**src/logic/gpcfg_pkg.sv**
```systemverilog
package gpcfg_pkg;
   // ---------------------------------------------
   // Register offsets
   // ---------------------------------------------
   localparam logic [7:0] GPCFG_OFS_VALUES  = 8'h0E;
   localparam logic [7:0] GPCFG_OFS_OPTIONS = 8'h0F;
   // ---------------------------------------------
   // Field positions
   // ---------------------------------------------
   localparam int GPCFG_USER_LSB  = 3;
   localparam int GPCFG_USER_MSB  = 7;
   localparam int GPCFG_PIN_MSB   = 2;
   localparam int GPCFG_IRQ_DIS   = 7;
   localparam int GPCFG_RSV6      = 6;
   localparam int GPCFG_RSN_DIS   = 5;
   localparam int GPCFG_SPD_EN    = 4;
   localparam int GPCFG_RSV3      = 3;
   localparam int GPCFG_SPD_PIN   = 2;
   // ---------------------------------------------
   // Reset values
   // ---------------------------------------------
   localparam logic [7:0] GPCFG_VALUES_RST  = 8'h00;
   localparam logic [7:0] GPCFG_OPTIONS_RST = 8'h0F;
endpackage : gpcfg_pkg

```
**src/logic/gpcfg_pin_if.sv**
```systemverilog
`timescale 1ns/1ps
`default_nettype none
interface gpcfg_pin_if;
   logic [2:0] dir_in_n;
   logic [2:0] out_val;
   logic       spd_en;
   logic       high_speed;
   logic [2:0] pad_o;
   logic [2:0] pad_oe;
   modport ctrl (output dir_in_n, output out_val, output spd_en, output high_speed,
                 input pad_o, input pad_oe);
   modport pins (input dir_in_n, input out_val, input spd_en, input high_speed,
                 output pad_o, output pad_oe);
endinterface : gpcfg_pin_if
`default_nettype wire

```
**src/logic/gpcfg_pins.sv**
```systemverilog
`timescale 1ns/1ps
`default_nettype none
module gpcfg_pins (
   // Clock and reset
   input  wire logic REF_CLK,
   input  wire logic RST_N,
   // Pin control
   gpcfg_pin_if.pins pif
);
   logic [2:0] o_d;
   logic [2:0] o_q;
   logic [2:0] oe_q;

   always_comb begin
      o_d = pif.out_val;
      if (pif.spd_en) begin
         o_d[gpcfg_pkg::GPCFG_SPD_PIN] = ~pif.high_speed;
      end
   end

   always_ff @(posedge REF_CLK or negedge RST_N) begin
      if (!RST_N) begin
         o_q  <= 3'h0;
         oe_q <= 3'h0;
      end else begin
         o_q  <= o_d;
         oe_q <= ~pif.dir_in_n;
      end
   end

   assign pif.pad_o  = o_q;
   assign pif.pad_oe = oe_q;
endmodule : gpcfg_pins
`default_nettype wire

```
**src/logic/gpcfg_top.sv**
```systemverilog
`timescale 1ns/1ps
`default_nettype none
module gpcfg_top (
   // Clock and reset
   input  wire logic       REF_CLK,
   input  wire logic       RST_N,
   // Configuration byte port
   input  wire logic [7:0] CFG_ADDR,
   input  wire logic       CFG_WR,
   input  wire logic [7:0] CFG_WDATA,
   output logic      [7:0] CFG_RDATA,
   // Bridge status and options
   input  wire logic       HIGH_SPEED,
   output logic      [4:0] USER_REPORT_BITS,
   output logic            DRIVE_IRQ_LINE_DISABLE,
   output logic            INT_REASON_DISABLE,
   // Drive interrupt line
   input  wire logic       DRIVE_INTERRUPT_LINE,
   output logic            DRIVE_IRQ_QUALIFIED,
   // General purpose pins
   input  wire logic [2:0] GP_PIN_I,
   output logic      [2:0] GP_PIN_O,
   output logic      [2:0] GP_PIN_OE
);
   // ---------------------------------------------
   // Configuration registers
   // ---------------------------------------------
   logic [7:0] values_q;
   logic [7:0] options_q;
   logic [2:0] pin_smp_q;
   logic [7:0] rdata_d;

   always_ff @(posedge REF_CLK or negedge RST_N) begin
      if (!RST_N) begin
         values_q <= gpcfg_pkg::GPCFG_VALUES_RST;
      end else if (CFG_WR && CFG_ADDR == gpcfg_pkg::GPCFG_OFS_VALUES) begin
         values_q <= CFG_WDATA;
      end
   end

   always_ff @(posedge REF_CLK or negedge RST_N) begin
      if (!RST_N) begin
         options_q <= gpcfg_pkg::GPCFG_OPTIONS_RST;
      end else if (CFG_WR && CFG_ADDR == gpcfg_pkg::GPCFG_OFS_OPTIONS) begin
         options_q <= CFG_WDATA;
      end
   end

   always_ff @(posedge REF_CLK or negedge RST_N) begin
      if (!RST_N) begin
         pin_smp_q <= 3'h0;
      end else begin
         pin_smp_q <= GP_PIN_I;
      end
   end

   // ---------------------------------------------
   // Read back
   // ---------------------------------------------
   always_comb begin
      rdata_d = 8'h00;
      case (CFG_ADDR)
         gpcfg_pkg::GPCFG_OFS_VALUES: begin
            rdata_d = {values_q[gpcfg_pkg::GPCFG_USER_MSB:gpcfg_pkg::GPCFG_USER_LSB], pin_smp_q};
         end
         gpcfg_pkg::GPCFG_OFS_OPTIONS: begin
            rdata_d = options_q;
         end
         default: begin
            rdata_d = 8'h00;
         end
      endcase
   end

   always_ff @(posedge REF_CLK or negedge RST_N) begin
      if (!RST_N) begin
         CFG_RDATA <= 8'h00;
      end else begin
         CFG_RDATA <= rdata_d;
      end
   end

   // ---------------------------------------------
   // Option outputs
   // ---------------------------------------------
   // report bits to pipe
   assign USER_REPORT_BITS       = values_q[gpcfg_pkg::GPCFG_USER_MSB:gpcfg_pkg::GPCFG_USER_LSB];
   assign DRIVE_IRQ_LINE_DISABLE = options_q[gpcfg_pkg::GPCFG_IRQ_DIS];
   assign INT_REASON_DISABLE     = options_q[gpcfg_pkg::GPCFG_RSN_DIS];

   always_ff @(posedge REF_CLK or negedge RST_N) begin
      if (!RST_N) begin
         DRIVE_IRQ_QUALIFIED <= 1'b0;
      end else begin
         DRIVE_IRQ_QUALIFIED <= DRIVE_INTERRUPT_LINE & ~options_q[gpcfg_pkg::GPCFG_IRQ_DIS];
      end
   end

   // ---------------------------------------------
   // Pin drivers
   // ---------------------------------------------
   gpcfg_pin_if pif ();

   assign pif.dir_in_n   = options_q[gpcfg_pkg::GPCFG_PIN_MSB:0];
   assign pif.out_val    = values_q[gpcfg_pkg::GPCFG_PIN_MSB:0];
   assign pif.spd_en     = options_q[gpcfg_pkg::GPCFG_SPD_EN];
   assign pif.high_speed = HIGH_SPEED;

   gpcfg_pins u_pins (
      .REF_CLK (REF_CLK),
      .RST_N   (RST_N),
      .pif     (pif.pins)
   );

   assign GP_PIN_O  = pif.pad_o;
   assign GP_PIN_OE = pif.pad_oe;
endmodule : gpcfg_top
`default_nettype wire
```
**config.mk**
```make
export PLATFORM = sky130hd
export DESIGN_NAME = gpcfg_top
export DESIGN_NICKNAME = d
export VERILOG_FILES = /design/src/logic/gpcfg_pkg.sv /design/src/logic/gpcfg_pin_if.sv /design/src/logic/gpcfg_pins.sv /design/src/logic/gpcfg_top.sv
export SDC_FILE = /design/constraint.sdc
export NUM_CORES = 1
export LEC_CHECK = 0
export BUFFER_PORTS_ARGS = -buffer_cell sky130_fd_sc_hd__clkbuf_2
export CORE_ASPECT_RATIO = 0.9
export CORE_MARGIN = 2
export CORE_UTILIZATION = 24
export DETAILED_ROUTE_END_ITERATION = 10
export SKIP_LAST_GASP = 1
export SYNTH_ARGS = -nofsm -noshare
export SYNTH_HDL_FRONTEND = slang
export SYNTH_SLANG_ARGS = --single-unit
```
**constraint.sdc**
```tcl
create_clock -name REF_CLK -period 0.9 [get_ports REF_CLK]
set_clock_uncertainty 0.2 [all_clocks]
set_input_delay 0.135 -clock REF_CLK [delete_from_list [all_inputs] [get_ports REF_CLK]]
set_output_delay 0.135 -clock REF_CLK [all_outputs]
set_load 0.005 [all_outputs]
```
==> results.tsv, run 1 <==
metric	value	unit
clk sink count	34	
setup_tns	-17.41	ns
HPWL Detailed	2.06	mm
CTS Buf Count	5	
P_leak	0.947	nW
switching share of power	0.222	
layout net count	173	
row count	24	
CTS tree	yes	
count leader, synth	dfrtp_1	
Synth top area share	0.597	
final wirelength	2.77	mm
area leader, netlist	dfrtp_1	
Finished Cell Area	1850	um2
Placed Area	1650	um2
ANT nets after route	0	
Final GP Congestion	0.662	
First-pass DRT Iterations	3	
initial DRC count	25	
vias per cell	4.02	
Logic pwr share	0.096	
final setup violation count	47	
Max Slew Vio Count	0	
Synth Area in Compound Gates	0	
vias	864	
XOR/XNOR share of the synthesized area	0	
Die W	80.3	um
R2R depth	2	
clock share of power	0.353	
Max-cap violations	0	
global route total overflow	0	
Int Pwr	2.29	mW
Top FF cell, synth	dfrtp_1	
area delta synth->final	47.0	%
Adder-Cell Fraction of Synth Area	0	
most area-consuming cells after synthesis	dfrtp_1, mux2_2, dfstp_2	
dpl cells	196	
Slew @ Worst Pin	0.274	ns
RSZ-0062 raised after global routing	yes	
Worst Path Required	0.86	ns
failing checks	hold timing, setup timing	
Final Util	0.373	
f_max	0.634	GHz
first-pass GRT wire length	4.43	mm
Net Switching	654	uW
Design Power	2.95	mW
Die Area	5840	um2
Commonest cells post-synth	dfrtp_1, mux2_2, mux2i_1	
Syn Std Cell Area	1260	um2
Worst Hold Depth	2	
VDD IR max	0.000713	V
Simple-Gate Fraction of Synth Area	0.0836	
async set-reset flop share out of synthesis	1.00	
hold crit path type	input port to register	
number of synthesized register bits	34	
worst setup margin	-0.678	ns
synthesized area per cell	15.5	um2
drc violations	0	
Seq/Total Area, Yosys	0.681	
status	finished, violations left	
Crit Path Category	input port to register	
Netlist cell types	14	
Buffers on Ports	45	
sequential power share	0.552	
H-tree depth	2	
Slew HR	0.817	
final worst path period need	1.58	ns
CP max FO	8	
initial core utilization	0.254	
pwr/cell area	1590	nW/um2
mux contribution to synthesized area	0.215	
Syn Nets	105	
vias in the first global route	945	
Core ar.	4950	um2
Clock Latency Late Sink	0.28	ns
antenna violations before repair	0	
WHS	-0.110	ns
synthesized instance count	81	
synth warn	0	
pin count of the biggest net entering global routing	35	
Worst setup SP type	input port	
DIE HEIGHT	72.7	um
post-route insts no fill	215	
Total GRT Usage	0.102	
number of enable flip-flop cells after synthesis	0	
Crit path arrival time	1.54	ns
Placement Setup Slack	-1.02	ns
Top Ports	46	
largest family of logic cells by synthesized area	multiplexers	
fraction of layout cells with a size suffix above 1	0.607	
Clock Path Buffers	2	
clock root buffer	clkbuf_8	
Fin. Hold Viols	17	
hold_buf cts	5	
Antenna diodes	0	
crit end category	register	
clock-pin slew on the worst setup and hold paths	0.07	ns
Avg WL per Cell	12.9	um
post-route clock period utilization	1.75	
[area by class of cell]
type	instances	area, um2
Clock inverter	2	10.0
Inverter	5	18.8
Multi-Input combinational cell	40	405
Clock buffer	6	72.6
Fill cell	489	3110
Sequential cell	34	856
Timing Repair Buffer	63	404
Tap cell	65	81.3
[path summary, 6_finish.rpt]
check / slack [ns] / endpoint / start
setup / recovery: -0.68 / values_q[2] / CFG_ADDR[4]
hold / removal: -0.11 / DRIVE_IRQ_QUALIFIED / DRIVE_INTERRUPT_LINE
setup reg to reg: -0.20 / values_q[4] / values_q[4]
hold reg to reg: 0.20 / u_pins.pif.pad_o[1] / values_q[1]
max in group asynchronous: 0.09 / options_q[0] / RST_N
min in group asynchronous: 0.16 / u_pins.pif.pad_oe[1] / RST_N
[cell usage in the layout, fill, tap and decap left out]
cell type	Yosys	routed
nand2_1	1	1
mux2i_1	9	9
dlygate4sd3_1	0	5
dfstp_2	4	4
inv_1	5	3
nand3b_1	1	1
or4b_4	1	1
nor2_1	8	8
mux2_4	0	8
buf_12	0	1
clkinv_2	0	2
or2_2	1	1
buf_4	0	7
nor3_4	1	1
buf_6	0	5
inv_2	0	2
nor4_4	1	1
nor2b_1	1	1
mux2_2	16	8
clkbuf_1	2	1
clkbuf_2	0	45
dfrtp_1	30	30
clkbuf_8	0	5
[routing by layer]
| metal | part of all wire | up-vias | global-route usage | wire length, um |
|---|---|---|---|---|
| li1 | - | 405 | - | - |
| met2 | 0.49 | 35 | 0.180 | 1360 |
| met3 | 0.084 | 5 | 0.0384 | 231 |
| met5 | 0 | - | 0 | 0 |
| met1 | 0.41 | 419 | 0.115 | 1140 |
| met4 | 0.013 | 0 | 0.0339 | 36 |
[cell families (layout without fill, tap and decap cells)]
group | Yosys count | count (layout)
DFF | 34 | 34
muxes | 25 | 25
and+or+nand+nor | 15 | 15
buffers and inverters | 7 | 76
[power groups by stage]
stage / sequential [mW] / clock (mW) / combinational (mW)
after floorplan: 1.65 / 0 / 0.0917
after global placement: 1.65 / 0 / 0.240
after detailed placement: 1.65 / 0 / 0.245
after CTS: 1.62 / 1.09 / 0.284
after global routing: 1.63 / 1.15 / 0.313
final: 1.62 / 1.04 / 0.281
[repair_timing]
item | 4_1_cts | 5_1_grt
gates resized for setup | 4 | 3
gates cloned | 0 | 0
buffers inserted | 5 | 1
endpoints found under the setup margin | 47 | 50
hold endpoints to repair | 55 | 17
[flip-flops by register name (all words and copies together) (netlist names)]
register and flops:
u_pins.pif.pad_oe 3, values_q 8, pin_smp_q 3, options_q 8, CFG_RDATA 8, u_pins.pif.pad_o 3
DRIVE_IRQ_QUALIFIED 1
[critical path, stage by stage]
cell and delay [ns]:
clkbuf_2 0.08, or4b_4 0.57, nor4_4 0.24, buf_6 0.18, mux2_2 0.34
Note: power is estimated with default switching activity, not from simulation.
==> run 2: changes to the inputs <==
--- a/config.mk
+++ b/config.mk
@@ -5,6 +5,7 @@
 export SDC_FILE = /design/constraint.sdc
 export NUM_CORES = 1
 export LEC_CHECK = 0
+export ABC_AREA = 1
 export BUFFER_PORTS_ARGS = -buffer_cell sky130_fd_sc_hd__clkbuf_2
 export CORE_ASPECT_RATIO = 0.9
 export CORE_MARGIN = 2
==> run 2 against run 1 <==
Against the previous run: the run still ends with hold timing, setup timing left; setup slack improved by 0.45 ns; synthesized area increased by 14%; final cell count is 28% higher; total power up 4.0%; register-to-register slack better by 0.15 ns; maximum frequency is 40% higher; via count grew 34%; combinational power is 42% higher; first-iteration DRC count grew 24%.
==> results.tsv, run 2 <==
metric	value	unit
status	finished, violations left	
failing checks	hold timing, setup timing	
final wirelength	3.22	mm
Max Slew Vio Count	0	
Simple-Gate Fraction of Synth Area	0.324	
Syn Std Cell Area	1430	um2
worst setup margin	-0.231	ns
CP Cell Sequence	clkbuf_2	
clock-pin slew on the worst setup and hold paths	0.06	ns
fraction of layout cells with a size suffix above 1	0.551	
sequential power share	0.531	
vias	1162	
post-route clock period utilization	1.26	
Core ar.	5730	um2
switching share of power	0.237	
H-tree depth	2	
Slowest Stage Delay on Critical Path	0.40	ns
ANT nets after route	0	
hold_buf cts	6	
antenna violations before repair	0	
Int Pwr	2.34	mW
post-route insts no fill	275	
synthesized instance count	135	
Design Power	3.06	mW
pwr/cell area	1400	nW/um2
global route total overflow	0	
worst-path cell with the longest stage delay	dfrtp_1	
commonest non-fill, non-tap cell in the layout	clkbuf_2	
Final GP Congestion	0.723	
Antenna diodes	0	
Net Switching	725	uW
Avg WL per Cell	11.7	um
Die Area	6600	um2
Commonest cells post-synth	nand2_1, dfrtp_1, nand3_1, nand4_1, inv_1	
Clock Latency Late Sink	0.28	ns
clock share of power	0.338	
async set-reset flop share out of synthesis	1.00	
Die W	85.4	um
Fin. Hold Viols	16	
WHS	-0.129	ns
largest registers	CFG_RDATA x8, options_q x8, values_q x8	
Fillers	582	
final worst path period need	1.13	ns
Total GRT Usage	0.106	
layout net count	228	
Worst setup SP type	register	
area delta synth->final	53.1	%
HPWL Detailed	2.34	mm
Clock Path Buffers	2	
setup_tns	-4.62	ns
Placement Setup Slack	-0.379	ns
initial DRC count	31	
most area-consuming cells after synthesis	dfrtp_1, nand2_1, dfstp_2	
hold crit path type	input port to register	
Worst Path Required	0.56	ns
Register Area	857	um2
pin count of the biggest net entering global routing	35	
Placed Area	1910	um2
critical path's top delay family	flip-flops	
count leader, synth	nand2_1	
buffers and inverters on the worst path	1	
Netlist cell types	18	
RSZ-0062 raised after global routing	yes	
Finished Cell Area	2190	um2
synth warn	0	
area leader, netlist	dfrtp_1	
Slew HR	0.875	
Top FF cell, synth	dfrtp_1	
number of synthesized register bits	34	
DIE HEIGHT	77.3	um
clk sink count	34	
drc violations	0	
dpl cells	256	
initial core utilization	0.250	
VDD IR max	0.000814	V
Crit path arrival time	0.80	ns
Crit Path Category	register to output pin	
Syn Nets	159	
clock root buffer	clkbuf_8	
Buffers on Ports	45	
Slew @ Worst Pin	0.188	ns
vias per cell	4.23	
Logic pwr share	0.130	
f_max	0.884	GHz
Max-cap violations	0	
First-pass DRT Iterations	4	
mux contribution to synthesized area	0	
P_leak	1.14	nW
first-pass GRT wire length	5.45	mm
Synth top area share	0.524	
row count	26	
vias in the first global route	1164	
most frequent cells in the layout	clkbuf_2, nand2_1, dfrtp_1	
number of enable flip-flop cells after synthesis	0	
CP max FO	3	
crit end category	output pin	
multi-input logic area	582	um2
largest family of logic cells by synthesized area	simple AND/OR/NAND/NOR gates	
final setup violation count	38	
CTS Buf Count	5	
XOR/XNOR share of the synthesized area	0	
Top Ports	46	
Synth Area in Compound Gates	0.00350	
CTS tree	yes	
synthesized area per cell	10.6	um2
Adder-Cell Fraction of Synth Area	0	
Seq/Total Area, Yosys	0.598	
run 2: final timing paths:
check                        startpoint                   to  slack, ns  cells after the start
min reg2reg                 values_q[0]  u_pins.pif.pad_o[0]       0.19                      0
max in group asynchronous         RST_N         options_q[0]       0.09                      3
max reg2reg                 values_q[3]         CFG_RDATA[3]      -0.05                      3
min                        CFG_WDATA[3]         options_q[3]      -0.13                      3
max                         values_q[6]  USER_REPORT_BITS[3]      -0.23                      1
min in group asynchronous         RST_N         CFG_RDATA[7]       0.16                      3
run 2: logic make-up (layout without fill, tap and decap cells):
logic type,count (synthesis),in the layout
simple gates,84,84
flops,34,34
compound gates,1,1
buf+inv,16,86
run 2: cell type report:
| cell class | instances | share of cell area |
|---|---|---|
| flip-flops and latches | 34 | 0.391 |
| inverters | 9 | 0.0297 |
| well taps | 70 | 0.0400 |
| clock buffers | 8 | 0.0365 |
| multi-input cells | 85 | 0.265 |
| repair buffers | 69 | 0.237 |
run 2: power groups by stage:
stage | combinational, mW | sequential (mW) | clock, mW
floorplan | 0.145 | 1.65 | 0
global placement | 0.323 | 1.66 | 0
detailed placement | 0.327 | 1.66 | 0
CTS | 0.384 | 1.63 | 1.08
global route | 0.443 | 1.63 | 1.15
finish | 0.399 | 1.63 | 1.04
run 2: what timing repair did:
| action | CTS | global route |
|---|---|---|
| pin swaps | 14 | 12 |
| hold endpoints to repair | 55 | 16 |
| gates resized for setup | 11 | 25 |
| endpoints found under the setup margin | 46 | 48 |
| cloned | 0 | 0 |
| setup buffers | 6 | 3 |
run 2: metrics by stage:
stage / hold WS [ns] / util
floorplan: -0.361 / -
global placement: -0.0878 / 0.334
detailed placement: -0.0880 / 0.334
CTS: -0.137 / 0.373
global route: -0.113 / 0.383
finish: -0.129 / 0.383
run 2: layer usage:
metal	up-vias	share of wire	wire, um	GRT usage
met3	5	0.082	265	0.0409
met1	536	0.41	1330	0.129
li1	583	-	-	-
met2	38	0.49	1560	0.166
met5	-	0	0	0
met4	0	0.016	52	0.0476
